<file path="config.mk">
export PLATFORM = sky130hd
export DESIGN_NAME = mfc_flow_ctl
export DESIGN_NICKNAME = d
export VERILOG_FILES = /design/src/logic/mfc_pkg.sv /design/src/logic/mfc_flow_ctl.sv /design/src/logic/mfc_pause_timer.sv
export VERILOG_INCLUDE_DIRS = /design/src /design/src/logic
export SDC_FILE = /design/constraint.sdc
export NUM_CORES = 1
export LEC_CHECK = 0
export BUFFER_PORTS_ARGS = -buffer_cell sky130_fd_sc_hd__buf_2
export CAP_MARGIN = 20
export CORE_MARGIN = 2
export CORE_UTILIZATION = 45
export CTS_BUF_LIST = sky130_fd_sc_hd__clkbuf_8
export DETAILED_ROUTE_END_ITERATION = 7
export GPL_ROUTABILITY_DRIVEN = 0
export PLACE_DENSITY = 0.76
export SLEW_MARGIN = 5
export SYNTH_ARGS = -nofsm -noshare
export SYNTH_HDL_FRONTEND = slang
export SYNTH_SLANG_ARGS = --single-unit
export TNS_END_PERCENT = 10
</file>
<file path="constraint.sdc">
create_clock -name core_clk -period 2.92 [get_ports core_clk]
set_input_delay 0.584 -clock core_clk [delete_from_list [all_inputs] [get_ports core_clk]]
set_output_delay 0.584 -clock core_clk [all_outputs]
set_load 0.05 [all_outputs]
</file>
<file path="src/logic/mfc_consts.svh">
`ifndef MFC_CONSTS_SVH
`define MFC_CONSTS_SVH

// register indices; byte address is four times the index
`define MFC_IDX_PHY_DATA      6'h07
`define MFC_IDX_FLOW          6'h08
`define MFC_IDX_INT_STATUS    6'h10
`define MFC_IDX_INT_CLEAR     6'h11
`define MFC_IDX_INT_ENABLE    6'h12

// flow-control register fields
`define MFC_FLOW_PT_LSB       16
`define MFC_FLOW_PT_MSB       31
`define MFC_FLOW_PASS_BIT     2
`define MFC_FLOW_EN_BIT       1
`define MFC_FLOW_BUSY_BIT     0

// interrupt status bits
`define MFC_INT_PAUSE_SENT    0
`define MFC_INT_PAUSE_RCVD    1
`define MFC_INT_PAUSE_END     2
`define MFC_INT_WIDTH         3

// reset values
`define MFC_RST_PHY_DATA      16'h0000
`define MFC_RST_PAUSE_TIME    16'h0000
`define MFC_RST_INT           3'h0

// pause frame field values
`define MFC_PF_DEST_ADDR      48'h0180c2000001
`define MFC_PF_TYPE           16'h8808
`define MFC_PF_OPCODE         16'h0001

// timing: one slot is 512 bit times at 100 Mb/s
`define MFC_CLK_PERIOD_NS     100
`define MFC_SLOT_TIME_NS      5120
`define MFC_SLOT_CYCLES \
  ((`MFC_SLOT_TIME_NS + `MFC_CLK_PERIOD_NS - 1) / `MFC_CLK_PERIOD_NS)

`endif

</file>
<file path="src/logic/mfc_pkg.sv">
package mfc_pkg;

  typedef logic [31:0] mfc_word_t;
  typedef logic [15:0] mfc_half_t;
  typedef logic [7:0]  mfc_addr_t;

  typedef enum logic [2:0] {
    MFC_TX_IDLE = 3'b001,
    MFC_TX_REQ  = 3'b010,
    MFC_TX_SEND = 3'b100
  } mfc_tx_state_e;

endpackage : mfc_pkg

</file>
<file path="src/logic/mfc_flow_ctl.sv">
`timescale 1ns/100ps
`include "mfc_consts.svh"

module mfc_flow_ctl #(
  parameter int SLOT_CYCLES = `MFC_SLOT_CYCLES
) (
  // clock and reset
  input  wire logic               core_clk,
  input  wire logic               rst,
  // register port
  input  wire mfc_pkg::mfc_addr_t bus_addr,
  input  wire mfc_pkg::mfc_word_t bus_wdata,
  input  wire logic               bus_we,
  input  wire logic               bus_re,
  output mfc_pkg::mfc_word_t      bus_rdata,
  // interrupt
  output logic                    irq,
  // mac context
  input  wire logic               tx_enable,
  input  wire logic               full_duplex,
  // phy management data path
  input  wire logic               phy_rd_done,
  input  wire mfc_pkg::mfc_half_t phy_rd_data,
  output mfc_pkg::mfc_half_t      phy_wr_data,
  // requests from auto flow config
  input  wire logic               afc_pause_req,
  input  wire logic               afc_bp_req,
  // pause frame transmit
  output logic                    pf_tx_req,
  input  wire logic               pf_tx_start,
  input  wire logic               pf_tx_done,
  output mfc_pkg::mfc_half_t      pf_pause_time,
  output logic [47:0]             pf_dest_addr,
  output mfc_pkg::mfc_half_t      pf_type,
  output mfc_pkg::mfc_half_t      pf_opcode,
  // transmit throttle and back pressure
  output logic                    tx_pause,
  output logic                    bp_assert,
  // receive decode
  input  wire logic               rx_frame_end,
  input  wire logic               rx_is_pause,
  input  wire mfc_pkg::mfc_half_t rx_pause_time,
  input  wire logic               rx_filt_mode,
  input  wire logic               rx_filt_value,
  output logic                    rx_status_valid,
  output logic                    rx_status_filter
);
  import mfc_pkg::*;

  if (SLOT_CYCLES < 1) begin : g_slot_chk
    $error("SLOT_CYCLES must be at least 1");
  end

  // address decode
  logic hit_data;
  logic hit_flow;
  logic hit_ists;
  logic hit_iclr;
  logic hit_ien;

  assign hit_data = (bus_addr == {`MFC_IDX_PHY_DATA, 2'b00});
  assign hit_flow = (bus_addr == {`MFC_IDX_FLOW, 2'b00});
  assign hit_ists = (bus_addr == {`MFC_IDX_INT_STATUS, 2'b00});
  assign hit_iclr = (bus_addr == {`MFC_IDX_INT_CLEAR, 2'b00});
  assign hit_ien  = (bus_addr == {`MFC_IDX_INT_ENABLE, 2'b00});

  // configuration state
  mfc_half_t phy_data_reg;
  mfc_half_t phy_data_next;
  mfc_half_t pause_time_reg;
  mfc_half_t pause_time_next;
  logic      pass_reg;
  logic      pass_next;
  logic      fc_en_reg;
  logic      fc_en_next;

  always_comb begin
    phy_data_next   = phy_data_reg;
    pause_time_next = pause_time_reg;
    pass_next       = pass_reg;
    fc_en_next      = fc_en_reg;
    // hardware read data wins over a software write in the same cycle
    if (phy_rd_done) begin
      phy_data_next = phy_rd_data;
    end else if (bus_we && hit_data) begin
      phy_data_next = bus_wdata[15:0];
    end
    if (bus_we && hit_flow) begin
      pause_time_next = bus_wdata[`MFC_FLOW_PT_MSB:`MFC_FLOW_PT_LSB];
      pass_next       = bus_wdata[`MFC_FLOW_PASS_BIT];
      fc_en_next      = bus_wdata[`MFC_FLOW_EN_BIT];
      // bit 0 of the write is dropped here
    end
  end

  always_ff @(posedge core_clk) begin
    if (rst) begin
      phy_data_reg   <= `MFC_RST_PHY_DATA;
      pause_time_reg <= `MFC_RST_PAUSE_TIME;
      pass_reg       <= 1'b0;
      fc_en_reg      <= 1'b0;
    end else begin
      phy_data_reg   <= phy_data_next;
      pause_time_reg <= pause_time_next;
      pass_reg       <= pass_next;
      fc_en_reg      <= fc_en_next;
    end
  end

  // pause frame transmit sequencing
  mfc_tx_state_e tx_state_reg;
  mfc_tx_state_e tx_state_next;
  mfc_half_t     pf_time_reg;
  mfc_half_t     pf_time_next;
  logic          bp_reg;
  logic          bp_next;
  logic          busy_reg;
  logic          busy_next;

  always_comb begin
    tx_state_next = tx_state_reg;
    pf_time_next  = pf_time_reg;
    case (tx_state_reg)
      MFC_TX_IDLE: begin
        if (afc_pause_req && full_duplex
            && tx_enable) begin
          tx_state_next = MFC_TX_REQ;
          pf_time_next  = pause_time_reg;
        end
      end
      MFC_TX_REQ: begin
        // a request not yet begun is withdrawn if the transmitter stops
        if (!tx_enable) begin
          tx_state_next = MFC_TX_IDLE;
        end else if (pf_tx_start) begin
          tx_state_next = MFC_TX_SEND;
        end
      end
      MFC_TX_SEND: begin
        if (pf_tx_done) begin
          tx_state_next = MFC_TX_IDLE;
        end
      end
      default: begin
        tx_state_next = MFC_TX_IDLE;
      end
    endcase
    bp_next = !full_duplex && fc_en_reg
              && tx_enable && afc_bp_req;
    if (full_duplex) begin
      busy_next = (tx_state_next == MFC_TX_SEND);
    end else begin
      busy_next = bp_next;
    end
  end

  always_ff @(posedge core_clk) begin
    if (rst) begin
      tx_state_reg <= MFC_TX_IDLE;
      pf_time_reg  <= `MFC_RST_PAUSE_TIME;
      bp_reg       <= 1'b0;
      busy_reg     <= 1'b0;
    end else begin
      tx_state_reg <= tx_state_next;
      pf_time_reg  <= pf_time_next;
      bp_reg       <= bp_next;
      busy_reg     <= busy_next;
    end
  end

  // receive pause decode and status
  logic      rx_pause_ok;
  logic      rx_sv_reg;
  logic      rx_sv_next;
  logic      rx_sf_reg;
  logic      rx_sf_next;
  logic      timer_active;
  logic      timer_expired;

  // decode only happens with enable set and in full duplex
  assign rx_pause_ok = rx_frame_end && rx_is_pause && fc_en_reg
                       && full_duplex;

  always_comb begin
    rx_sv_next = rx_frame_end;
    rx_sf_next = rx_sf_reg;
    if (rx_frame_end) begin
      if (rx_filt_mode) begin
        rx_sf_next = rx_filt_value;
      end else begin
        rx_sf_next = pass_reg && rx_pause_ok;
      end
    end
  end

  always_ff @(posedge core_clk) begin
    if (rst) begin
      rx_sv_reg <= 1'b0;
      rx_sf_reg <= 1'b0;
    end else begin
      rx_sv_reg <= rx_sv_next;
      rx_sf_reg <= rx_sf_next;
    end
  end

  mfc_pause_timer #(
    .SLOT_CYCLES (SLOT_CYCLES)
  ) u_timer (
    .core_clk (core_clk),
    .rst      (rst),
    .load     (rx_pause_ok),
    .quanta   (rx_pause_time),
    .active   (timer_active),
    .expired  (timer_expired)
  );

  // interrupts: status set beats clear in the same cycle
  logic [`MFC_INT_WIDTH-1:0] int_sts_reg;
  logic [`MFC_INT_WIDTH-1:0] int_sts_next;
  logic [`MFC_INT_WIDTH-1:0] int_en_reg;
  logic [`MFC_INT_WIDTH-1:0] int_en_next;
  logic [`MFC_INT_WIDTH-1:0] int_set;
  logic [`MFC_INT_WIDTH-1:0] int_clr;

  always_comb begin
    int_set = '0;
    int_set[`MFC_INT_PAUSE_SENT] = (tx_state_reg == MFC_TX_SEND) && pf_tx_done;
    int_set[`MFC_INT_PAUSE_RCVD] = rx_pause_ok;
    int_set[`MFC_INT_PAUSE_END]  = timer_expired;
    int_clr = (bus_we && hit_iclr) ? bus_wdata[`MFC_INT_WIDTH-1:0] : '0;
    int_sts_next = (int_sts_reg & ~int_clr) | int_set;
    int_en_next  = (bus_we && hit_ien) ? bus_wdata[`MFC_INT_WIDTH-1:0]
                                       : int_en_reg;
  end

  always_ff @(posedge core_clk) begin
    if (rst) begin
      int_sts_reg <= `MFC_RST_INT;
      int_en_reg  <= `MFC_RST_INT;
    end else begin
      int_sts_reg <= int_sts_next;
      int_en_reg  <= int_en_next;
    end
  end

  // read data, one cycle after the strobe, zero otherwise
  mfc_word_t rdata_reg;
  mfc_word_t rdata_next;

  always_comb begin
    rdata_next = 32'h0000_0000;
    if (!bus_re) begin
      rdata_next = 32'h0000_0000;
    end else if (hit_data) begin
      rdata_next = {16'h0000, phy_data_reg};
    end else if (hit_flow) begin
      rdata_next = {pause_time_reg, 13'h0000, pass_reg, fc_en_reg,
                    busy_reg};
    end else if (hit_ists) begin
      rdata_next = {29'h0000_0000, int_sts_reg};
    end else if (hit_ien) begin
      rdata_next = {29'h0000_0000, int_en_reg};
    end
  end

  always_ff @(posedge core_clk) begin
    if (rst) begin
      rdata_reg <= 32'h0000_0000;
    end else begin
      rdata_reg <= rdata_next;
    end
  end

  assign bus_rdata        = rdata_reg;
  assign irq              = |(int_sts_reg & int_en_reg);
  assign phy_wr_data      = phy_data_reg;
  assign pf_tx_req        = (tx_state_reg == MFC_TX_REQ);
  assign pf_pause_time    = pf_time_reg;
  assign pf_dest_addr     = `MFC_PF_DEST_ADDR;
  assign pf_type          = `MFC_PF_TYPE;
  assign pf_opcode        = `MFC_PF_OPCODE;
  assign tx_pause         = timer_active;
  assign bp_assert        = bp_reg;
  assign rx_status_valid  = rx_sv_reg;
  assign rx_status_filter = rx_sf_reg;

  // assertions
  property p_busy_fd;
    @(posedge core_clk) disable iff (rst)
      (full_duplex && pf_tx_start && tx_state_reg == MFC_TX_REQ
       && tx_enable) |=> busy_reg;
  endproperty
  a_busy_fd: assert property (p_busy_fd)
    else $error("busy not set at pause frame start");

  property p_busy_clear;
    @(posedge core_clk) disable iff (rst)
      (full_duplex && tx_state_reg == MFC_TX_SEND && pf_tx_done
       ##1 full_duplex) |-> !busy_reg;
  endproperty
  a_busy_clear: assert property (p_busy_clear)
    else $error("busy not cleared after frame sent");

  property p_busy_hd;
    @(posedge core_clk) disable iff (rst)
      !full_duplex |-> (busy_reg == bp_reg);
  endproperty
  a_busy_hd: assert property (p_busy_hd)
    else $error("half duplex busy differs from back pressure");

  property p_no_tx_when_off;
    @(posedge core_clk) disable iff (rst)
      (!tx_enable ##1 !tx_enable) |-> (!pf_tx_req && !bp_assert);
  endproperty
  a_no_tx_when_off: assert property (p_no_tx_when_off)
    else $error("pause or back pressure with transmitter off");

  property p_time_in_frame;
    @(posedge core_clk) disable iff (rst)
      (tx_state_reg == MFC_TX_IDLE && tx_state_next == MFC_TX_REQ)
      |=> (pf_pause_time == $past(pause_time_reg));
  endproperty
  a_time_in_frame: assert property (p_time_in_frame)
    else $error("pause time not taken from flow register");

  property p_filter_pass;
    @(posedge core_clk) disable iff (rst)
      (rx_frame_end && !rx_filt_mode) |=>
        (rx_status_filter == $past(pass_reg && rx_pause_ok));
  endproperty
  a_filter_pass: assert property (p_filter_pass)
    else $error("filter bit does not follow pass control");

  property p_filter_mode;
    @(posedge core_clk) disable iff (rst)
      (rx_frame_end && rx_filt_mode) |=>
        (rx_status_filter == $past(rx_filt_value));
  endproperty
  a_filter_mode: assert property (p_filter_mode)
    else $error("filter mode did not take precedence");

  property p_status_each;
    @(posedge core_clk) disable iff (rst)
      rx_frame_end |=> rx_status_valid;
  endproperty
  a_status_each: assert property (p_status_each)
    else $error("frame without receive status");

  property p_no_pause_off;
    @(posedge core_clk) disable iff (rst)
      (!fc_en_reg && !timer_active) |=> !tx_pause;
  endproperty
  a_no_pause_off: assert property (p_no_pause_off)
    else $error("pause started with flow control disabled");

  property p_pause_start;
    @(posedge core_clk) disable iff (rst)
      (rx_pause_ok && rx_pause_time != 16'h0000) |=> tx_pause [*2];
  endproperty
  a_pause_start: assert property (p_pause_start)
    else $error("received pause not obeyed");

  property p_busy_wr;
    @(posedge core_clk) disable iff (rst)
      (bus_we && hit_flow && bus_wdata[`MFC_FLOW_BUSY_BIT] && !afc_pause_req
       && !afc_bp_req && tx_state_reg == MFC_TX_IDLE) |=> !busy_reg;
  endproperty
  a_busy_wr: assert property (p_busy_wr)
    else $error("software write moved busy flag");

  c_pause_sent: cover property (@(posedge core_clk) disable iff (rst)
    pf_tx_start ##[1:50] pf_tx_done);
  c_pause_rcvd: cover property (@(posedge core_clk) disable iff (rst)
    rx_pause_ok ##1 tx_pause);
  c_backpress: cover property (@(posedge core_clk) disable iff (rst)
    bp_assert && busy_reg);
  c_irq: cover property (@(posedge core_clk) disable iff (rst)
    $rose(irq));

endmodule : mfc_flow_ctl

</file>
<file path="src/logic/mfc_pause_timer.sv">
`timescale 1ns/100ps
`include "mfc_consts.svh"

module mfc_pause_timer #(
  parameter int SLOT_CYCLES = `MFC_SLOT_CYCLES
) (
  // clock and reset
  input  wire logic             core_clk,
  input  wire logic             rst,
  // control
  input  wire logic             load,
  input  wire mfc_pkg::mfc_half_t quanta,
  // status
  output logic                  active,
  output logic                  expired
);
  import mfc_pkg::*;

  localparam int SW = $clog2(SLOT_CYCLES + 1);

  if (SLOT_CYCLES < 1) begin : g_slot_chk
    $error("SLOT_CYCLES must be at least 1");
  end

  logic [15:0] quanta_reg;
  logic [15:0] quanta_next;
  logic [SW-1:0] slot_reg;
  logic [SW-1:0] slot_next;
  logic          exp_reg;
  logic          exp_next;

  always_comb begin
    quanta_next = quanta_reg;
    slot_next   = slot_reg;
    exp_next    = 1'b0;
    if (load) begin
      // a new pause replaces the running one; zero quanta resumes at once
      quanta_next = quanta;
      slot_next   = SW'(SLOT_CYCLES - 1);
      exp_next    = (quanta == 16'h0000) && (quanta_reg != 16'h0000);
    end else if (quanta_reg != 16'h0000) begin
      if (slot_reg == '0) begin
        quanta_next = quanta_reg - 16'h0001;
        slot_next   = SW'(SLOT_CYCLES - 1);
        exp_next    = (quanta_reg == 16'h0001);
      end else begin
        slot_next = slot_reg - SW'(1);
      end
    end
  end

  always_ff @(posedge core_clk) begin
    if (rst) begin
      quanta_reg <= 16'h0000;
      slot_reg   <= '0;
      exp_reg    <= 1'b0;
    end else begin
      quanta_reg <= quanta_next;
      slot_reg   <= slot_next;
      exp_reg    <= exp_next;
    end
  end

  assign active  = (quanta_reg != 16'h0000);
  assign expired = exp_reg;

endmodule : mfc_pause_timer

</file>
# Word-level counts from Yosys, hierarchy flattened
# Cells that the tools add are included.
# Widths: inputs -> output; s select.
dict set report classes {
  addsub 2
  eq_ne 10
  mux 23
  bitwise 5
  n_reduce_logical 28
}
# cell count
set ops {}
lappend ops {{$mux 16} 6}
lappend ops {{$mux 32} 1}
lappend ops {{$eq 8x7->1 const B} 3}
lappend ops {{$mux 3} 7}
lappend ops {{$mux 6} 3}
lappend ops {{$eq 16x1->1 const B} 1}
lappend ops {{$logic_not 16->1} 1}
lappend ops {{$reduce_bool 16->1} 1}
lappend ops {{$sub 16x1->16 const B} 1}
lappend ops {{$logic_and 1x1->1} 15}
lappend ops {{$pmux 3 s3} 1}
lappend ops {{$eq 8x5->1 const B} 1}
lappend ops {{$eq 8x6->1 const B} 1}
lappend ops {{$and 3x3->3} 2}
lappend ops {{$eq 3x3->1 const B} 2}
lappend ops {{$logic_not 6->1} 1}
lappend ops {{$reduce_bool 2->1} 3}
lappend ops {{$reduce_or 3->1} 2}
lappend ops {{$sub 6x1->6 const B} 1}
lappend ops {{$mux 1} 5}
lappend ops {{$reduce_and 2->1} 2}
lappend ops {{$reduce_or 2->1} 2}
lappend ops {{$eq 3x1->1 const B} 1}
lappend ops {{$eq 3x2->1 const B} 1}
lappend ops {{4 further kinds} 4}
dict set report word_totals {
  register_bits 118
  inputBits 87
  out_inout_bits 150
  word_cells 86
}

# Longest topological paths before layout
# Gate-level depths: netlist (run 1).
dict set report logic_depth {
  depth_word 6
  ltp_mapped 8
  ltp_nobuf 7
}

# By module
# From an unflattened synthesis (run 1), not the netlist that was laid out.
dict set report hier_totals {
  cells_unflattened 627
  hier_area_um2 5679.2
}
# module instances cells_per_inst area_per_inst_um2 seq_area_each_um2
set modules_own_cells {}
lappend modules_own_cells {mfc_flow_ctl 1 444 4224.1 1901.8}
lappend modules_own_cells {mfc_pause_timer 1 183 1455.1 460.4}

# Worst setup path before layout (run 1)
# No wires, ideal clock.
dict set report synth_timing {
  path_kind {flip-flop to flip-flop}
  from {register tx_state_reg[1]}
  to {register tx_state_reg[1]}
  setup_time_ps 86
  arrival_ps 2392
  required_time_ps 2834
  path_slack_ps 442
  stages_incl_launch_ff 5
  n_path_buf 0
  synth_period_minus_slack_ps 2478
  path_cell_list {dfxtp_1 -> nor3b_1 -> nand2_1 -> or2_2 -> a211oi_1}
}
dict set report synth_between {
  word_cells_on_any_way 8
  classes_between {3 x eq/ne; 5 x mux}
}
# item line_no
set synth_rtl {}
lappend synth_rtl {{start: declaration} mfc_flow_ctl.sv:111} ;# mfc_tx_state_e tx_state_reg;
lappend synth_rtl {{start signal: assignment} mfc_flow_ctl.sv:164} ;# tx_state_reg <= tx_state_next;
lappend synth_rtl {{$eq 3x2->1} --}
lappend synth_rtl {{net pf_tx_req} mfc_flow_ctl.sv:29} ;# output logic pf_tx_req,
lappend synth_rtl {{$pmux 3 s3} mfc_flow_ctl.sv:123} ;# case (tx_state_reg)
# The timed path passes the listed nets, and every way through them passes these cells.
# A chain may end at the register's enable or synchronous reset.

# Final worst setup path (run 1)
dict set report layout_timing {
  from {register u_timer.quanta_reg[8]}
  to {output tx_pause}
}
dict set report layout_between {
  elab_chain_len 1
}
# item line_no
set layout_lines {}
lappend layout_lines {{start: declaration} mfc_pause_timer.sv:25} ;# logic [15:0] quanta_reg;
lappend layout_lines {{start signal: assignment} mfc_pause_timer.sv:58} ;# quanta_reg <= quanta_next;
lappend layout_lines {{$reduce_bool 16->1} mfc_pause_timer.sv:64} ;# assign active = (quanta_reg != 16'h0000);
lappend layout_lines {{end: declaration} mfc_flow_ctl.sv:37} ;# output logic tx_pause,
# Every way passes these cells.

==> results.md, run 1 <==
- # diodes: 0
- First-pass GRT wire length: 19.9 mm
- Switching part of the total: 0.386
- Pins Over Slew Limit: 0
- Vias per cell: just over 5
- Post-synth EDFFs: 0
- Grt total ovfl: 0
- Worst Path Arrival: ~2.2 ns
- Slowest cell on the critical path: or4_1
- Total GRT Usage: 0.192
- Final hold violation count: 0
- Worst reg2reg path depth: 6
- GR Util met3: 0.0619
- Dpl hpwl: 9.18 mm
- Post-CTS resize count: 0
- VDD IR max: between 0.5 and 0.6 mV
- Final setup TNS: 0 ns
- Psw: 1.94 mW
- DRC violations left: 0
- Register bit total from synthesis: 118
- Clk slew on worst S/H paths: 0.08 ns
- Port bufs: 156
- Clk_skew: 0.00830 ns
- Initial Utilization: 0.460
- Core area: 12,000 um^2
- Buf/Inv on CP: 2
- Site row count: 40
- Primary FF master, synth: dfxtp_1
- Power Internal: 3.08 mW
- Crit path depth: 4
- Root Buffer: clkbuf_8
- WHS Path Cells: 3
- Status: finished clean
- WL per Instance: 14.0 um
- Sequential power share: 0.366
- Worst slew pin tran: between 0.9 and 1 ns
- Slew margin rel.: 0.391
- Max reg flops: 32
- Synth top cells by count: 118 x dfxtp_1, 81 x buf_4, 64 x nor2_1
- Nets@finish: between 800 and 900
- FILL cells: 1,091
- Die Height: 115 um
- Post-CTS Setup Inserts: 0
- Die Footprint: between 10,000 and 15,000 um^2
- HP Class: input port to flip-flop
- Clock power share: 0.303
- Worst setup EP type: output pin
- Worst-path maximum fanout: 9
- Vias in the first global route: between 4,000 and 5,000
- Vias: roughly 4,700
- Worst path top cell family by delay: simple AND/OR/NAND/NOR gates
- Ranking of synthesized cells by area: dfxtp_1 43%, buf_4 11%, mux2i_1 7.5%, nor2_1 4.4%, and2_1 3.3%
- Clock sinks: 118
- # hold bufs at CTS: 0
- CTS max path bufs: 2
- Fin cells: 924
- Initial DRC count: 295
- H-Tree Depth: 4
- Die W: about 110 um
- Reg area: 2360 um^2
- Drt pass-1 iters: 5
- Fmax: 363 MHz
- Combinational share of power: 0.331
- GR Util met2: 0.311
- Final WL: 13.0 mm
- Post-synthesis cell area: 5500 um^2
- Worst-Skew Late Latency: roughly 0.42 ns
- Final Setup Violations: 0
- Placed cell count: 892
- Distinct cell type count after synthesis: 55
- Post-synth top area share: 0.430
- Area of the multi-input gates: 2650 um^2
- GR Layer Usage met1: 0.242
- IO Pins: 237
- Final worst path period share: 0.943
- Layout cells sized above 1: 0.269
- Peak per-stage delay on the critical path: 0.69 ns
- Max Cap Viol: 0
- Most common cell in the netlist: dfxtp_1
- CP Class: flip-flop to output pin
- CP required: 2.34 ns
- Gate Count Post-Synth: between 600 and 700
- RSZ-0062 raised after global routing: no
- Largest net degree at the start of global routing: 69
- Initial antenna violation count: 0
- Area grow syn2layout: 18.9%
- Number of buffers created by CTS: 17
- Async SR Flop Fraction: 0
- Global routing's busiest layer: met2
- Syn. warnings: 0
- Detail Route Antenna Nets: 0
- Crit-path cells: or4_1 > nor4_2 > inv_2 > buf_2
- Startpoint Class: flip-flop
- CTS tree: yes
- Post-synthesis sequential area ratio: 0.430
- Pwr/cell area: 768 nW/um^2
- Syn Area/Cell: 8.95 um^2
- Min Tclk post-route: 2.75 ns
- Largest area contributor in the netlist: dfxtp_1
- Pleak: 3.12 nW
power groups by stage:
stage | combinational, mW | sequential [mW] | clock, mW
floorplan | 1.32 | 1.89 | 0
global placement | 1.62 | 1.86 | 0
detailed placement | 1.64 | 1.87 | 0
CTS | 1.65 | 1.83 | 1.55
global route | 1.82 | 1.85 | 1.64
finish | 1.66 | 1.84 | 1.52
through the flow:
step	hold WS (ns)	util	setup WS, ns	power, mW	area [um^2]
floorplan	0.413	-	0.442	3.22	5790
global placement	0.432	0.512	0.452	3.48	6120
detailed placement	0.446	0.512	0.362	3.50	6120
CTS	0.377	0.547	0.138	5.03	6540
global route	0.383	0.547	0.0109	5.31	6540
finish	0.399	0.547	0.165	5.02	6540
cell type report:
type                       count  share of cell area
timing repair buffer         168               0.135
inverter                      12             0.00689
clock inverter                14              0.0253
tap                          147              0.0281
sequential                   118               0.361
multi-input combinational    447               0.405
clock buffer                  18              0.0379
placed cells by master (no fill, tap or decap), types with 9 or more instances in the layout:
| master | count |
|---|---|
| a211oi_1 | 18 |
| a21oi_1 | 28 |
| a311oi_1 | 13 |
| and2_1 | 29 |
| buf_2 | 156 |
| buf_4 | 11 |
| clkbuf_8 | 18 |
| conb_1 | 80 |
| dfxtp_1 | 118 |
| inv_1 | 11 |
| mux2i_1 | 41 |
| nand2_1 | 25 |
| nand3_1 | 27 |
| nor2_1 | 64 |
| o21ai_0 | 9 |
| or3_1 | 9 |
| or4_1 | 15 |
layer usage:
metal	vias to the layer above	share of wire
li1	2333	-
met4	0	0.014
met2	209	0.47
met3	16	0.074
met1	2178	0.44
met5	-	0
kinds of logic after synthesis:
family | count (synthesis) | share of synthesized area
buffers and inverters | 127 | 0.142
adder cells (fa/ha/maj) | 3 | 0.00683
other | 2 | 0.00137
AO/OA/AOI/OAI | 98 | 0.123
multiplexers | 42 | 0.0767
XOR/XNOR | 1 | 0.00159
flip-flops | 118 | 0.430
AND/OR/NAND/NOR | 223 | 0.219
tightest hold or removal path: cells and delay by family:
kind	cells	cell delay, ns
buffers and inverters	1	0.10
AOI/OAI and AO/OA	1	0.05
and+or+nand+nor	1	0.05
final timing paths:
path	from	endpoint	slack, ns
setup reg to reg	u_timer.quanta_reg[0]$_SDFFE_PP0P_	u_timer.quanta_reg[14]$_SDFFE_PP0P_	0.34
hold / removal	bus_wdata[29]	pause_time_reg[13]$_SDFFE_PP0P_	0.40
setup / recovery	u_timer.quanta_reg[8]$_SDFFE_PP0P_	tx_pause	0.17
hold reg to reg	u_timer.expired$_SDFF_PP0_	int_sts_reg[2]$_SDFF_PP0_	0.45
Note: power is estimated with default switching activity, not from simulation.
==> run 2, diff against run 1 <==
==> constraint.sdc (replaced) <==
create_clock -name core_clk -period 3.35 [get_ports core_clk]
set_input_delay 0.67 -clock core_clk [delete_from_list [all_inputs] [get_ports core_clk]]
set_output_delay 0.67 -clock core_clk [all_outputs]
set_load 0.05 [all_outputs]
==> results.md, run 2 (same netlist as run 1, synthesis figures left out) <==
- Pleak: 3.09 nW (was 3.12 nW)
- Vias in the first global route: 4,232 (was 4,130)
- Die W: 115 um (unchanged)
- Reg area: 2360 um^2 (unchanged)
- Post-CTS Setup Inserts: 0 (unchanged)
- Clock power share: 0.290 (was 0.303)
- CTS tree: yes (unchanged)
- Most frequent cells in the layout: 156 x buf_2, 118 x dfxtp_1, 80 x conb_1 (unchanged)
- WL per Instance: 13.8 um (was 14.0 um)
- Max Cap Viol: 0 (unchanged)
- VDD IR max: 0.404 mV (was 0.534 mV)
- Root Buffer: clkbuf_8 (unchanged)
- Switching part of the total: 0.391 (was 0.386)
- H-Tree Depth: 4 (unchanged)
- Area grow syn2layout: 18.1% (was 18.9%)
- FILL cells: 1,078 (was 1,091)
- Post-Route M1 WL: 5.58 mm (was 5.68 mm)
- Hold Startpoint: u_timer.expired$_SDFF_PP0_ (was bus_wdata[29])
- Clk_skew: 0.00970 ns (was 0.00830 ns)
- Die Footprint: 13,100 um^2 (unchanged)
- CP Class: flip-flop to output pin (unchanged)
- Fmax: between 300 and 400 MHz
- Min Tclk post-route: 2.96 ns
- Worst-path maximum fanout: 13 (was 9)
- Nets@finish: 853 (was 854)
- Detail Route Antenna Nets: 0 (unchanged)
- Pwr/cell area: 652 nW/um^2 (was 768 nW/um^2)
- Vias per cell: 5.06 (was 5.13)
- DRC violations left: 0 (unchanged)
- First-pass GRT wire length: 19.9 mm (about the same)
- Post-CTS resize count: 0 (unchanged)
- Clk slew on worst S/H paths: 0.07 ns (was 0.08 ns)
- Reg-to-reg endpoint: u_timer.quanta_reg[10]$_SDFFE_PP0P_ (was u_timer.quanta_reg[14]$_SDFFE_PP0P_)
- Layout cells sized above 1: 0.268 (was 0.269)
- Die Height: 115 um (unchanged)
- HP Class: flip-flop to flip-flop (was input port to flip-flop)
- Vias: 4,676 (was 4,736)
- IO Pins: 237 (unchanged)
- Max reg flops: 32 (unchanged)
- Most common cell after layout, fill and taps aside: buf_2 (unchanged)
- Worst slew pin tran: 0.876 ns (was 0.910 ns)
- Slew margin rel.: 0.415 (was 0.391)
- R2R setup slack: 0.76 ns (was 0.34 ns)
- Final WL: 12.7 mm (was 13.0 mm)
- Power, Total: 4.23 mW (was 5.02 mW)
- Dpl hpwl: 9.32 mm (was 9.18 mm)
- Worst reg2reg path depth: 6 (unchanged)
- Status: finished clean (unchanged)
- Initial DRC count: 365 (was 295)
- CP required: 2.68 ns (was 2.34 ns)
- RSZ-0062 raised after global routing: no (unchanged)
- Area of the multi-input gates: 2650 um^2 (unchanged)
- Final Setup Violations: 0 (unchanged)
- Sequential power share: 0.378 (was 0.366)
- Initial Utilization: 0.460 (unchanged)
- Grt total ovfl: 0 (unchanged)
- Worst-Skew Late Latency: 0.42 ns (about the same)
- RR Startpoint: u_timer.quanta_reg[0]$_SDFFE_PP0P_ (unchanged)
- # hold bufs at CTS: 0 (unchanged)
- Power Internal: 2.58 mW (was 3.08 mW)
- Initial antenna violation count: 1 (was 0)
- Final worst path period share: 0.885
- Number of buffers created by CTS: 17 (unchanged)
- Clock sinks: 118 (unchanged)
- WHS Endpoint: int_sts_reg[2]$_SDFF_PP0_ (was pause_time_reg[13]$_SDFFE_PP0P_)
- Drt pass-1 iters: 4 (was 5)
- Met2 Wirelength: 5.92 mm (was 6.14 mm)
- Startpoint Class: flip-flop (unchanged)
- Pins Over Slew Limit: 0 (unchanged)
- Combinational share of power: 0.332 (was 0.331)
- WHS Path Cells: 2 (was 3)
- Port bufs: 156 (unchanged)
- Site row count: 40 (unchanged)
- Routed wl met3: 944 um (was 959 um)
- CTS max path bufs: 2 (unchanged)
- Total GRT Usage: 0.191 (was 0.192)
- Top layer in use: met4 (unchanged)
- Worst Path Arrival: 2.29 ns (was 2.17 ns)
- Core area: 12,000 um^2 (unchanged)
- Worst setup EP type: output pin (unchanged)
- Final hold violation count: 0 (unchanged)
- Final setup TNS: 0 ns (unchanged)
- Psw: 1.65 mW (was 1.94 mW)
- Largest net degree at the start of global routing: 37 (was 69)
## run 2: cell types whose count changed in the layout (fill, tap and decap cells not counted)
| cell | previous run | this run |
|---|---|---|
| clkinv_2 | 0 | 1 |
| inv_8 | 1 | 0 |
| diode_2 | 0 | 1 |
| inv_6 | 5 | 7 |
| buf_12 | 1 | 0 |
| clkinvlp_4 | 2 | 3 |
| bufinv_16 | 2 | 1 |
| clkinv_4 | 4 | 2 |
## run 2: worst max-delay path by stage
stage | cells after the start | slack (ns) | endpoint | from
6_report | 6 | 0.39 | tx_pause | u_timer.quanta_reg[0]$_SDFFE_PP0P_
5_1_grt | 6 | 0.25 | tx_pause | u_timer.quanta_reg[0]$_SDFFE_PP0P_
4_1_cts | 6 | 0.37 | tx_pause | u_timer.quanta_reg[0]$_SDFFE_PP0P_
3_5_place_dp | 6 | 0.77 | u_timer.quanta_reg[10]$_SDFFE_PP0P_ | u_timer.quanta_reg[0]$_SDFFE_PP0P_
3_3_place_gp | 6 | 0.86 | tx_pause | u_timer.quanta_reg[0]$_SDFFE_PP0P_
2_1_floorplan | 5 | 0.83 | tx_pause | u_timer.quanta_reg[8]$_SDFFE_PP0P_
## run 2: power by group through the flow
stage | registers (mW) | clock network (mW) | logic, mW
finish | 1.60 | 1.23 | 1.40
detailed placement | 1.63 | 0 | 1.39
global route | 1.61 | 1.32 | 1.54
global placement | 1.62 | 0 | 1.37
floorplan | 1.65 | 0 | 1.15
CTS | 1.60 | 1.25 | 1.39
## run 2: critical path: stages (launching register included)
cell and delay [ns]:
dfxtp_1 0.35, inv_1 0.09, ha_1 0.19, or4b_1 0.49, nor4_2 0.32, inv_2 0.19, buf_2 0.25
## run 2: per-stage QoR
stage,std cells,instance area [um^2],util,hold WS (ns),setup WS [ns]
3_5_place_dp,891,6100,0.510,0.445,0.771
4_1_cts,923,6490,0.542,0.461,0.372
2_1_floorplan,692,5790,-,0.413,0.834
3_3_place_gp,891,6100,0.510,0.420,0.862
6_report,924,6490,0.543,0.455,0.386
5_1_grt,923,6490,0.542,0.484,0.252
## run 2: final cells by class
cell class	count	share of cell area
diodes	1	0.000386
well taps	147	0.0283
inverters	12	0.00694
repair buffers	167	0.133
clock inverters	14	0.0210
flip-flops and latches	118	0.364
clock buffers	18	0.0382
multi-input cells	447	0.408
## run 2: per-layer routing
metal / vias to the layer above / track usage
met5: - / 0
met4: 0 / 0.0797
met3: 20 / 0.0487
met2: 198 / 0.315
met1: 2130 / 0.237
li1: 2328 / -
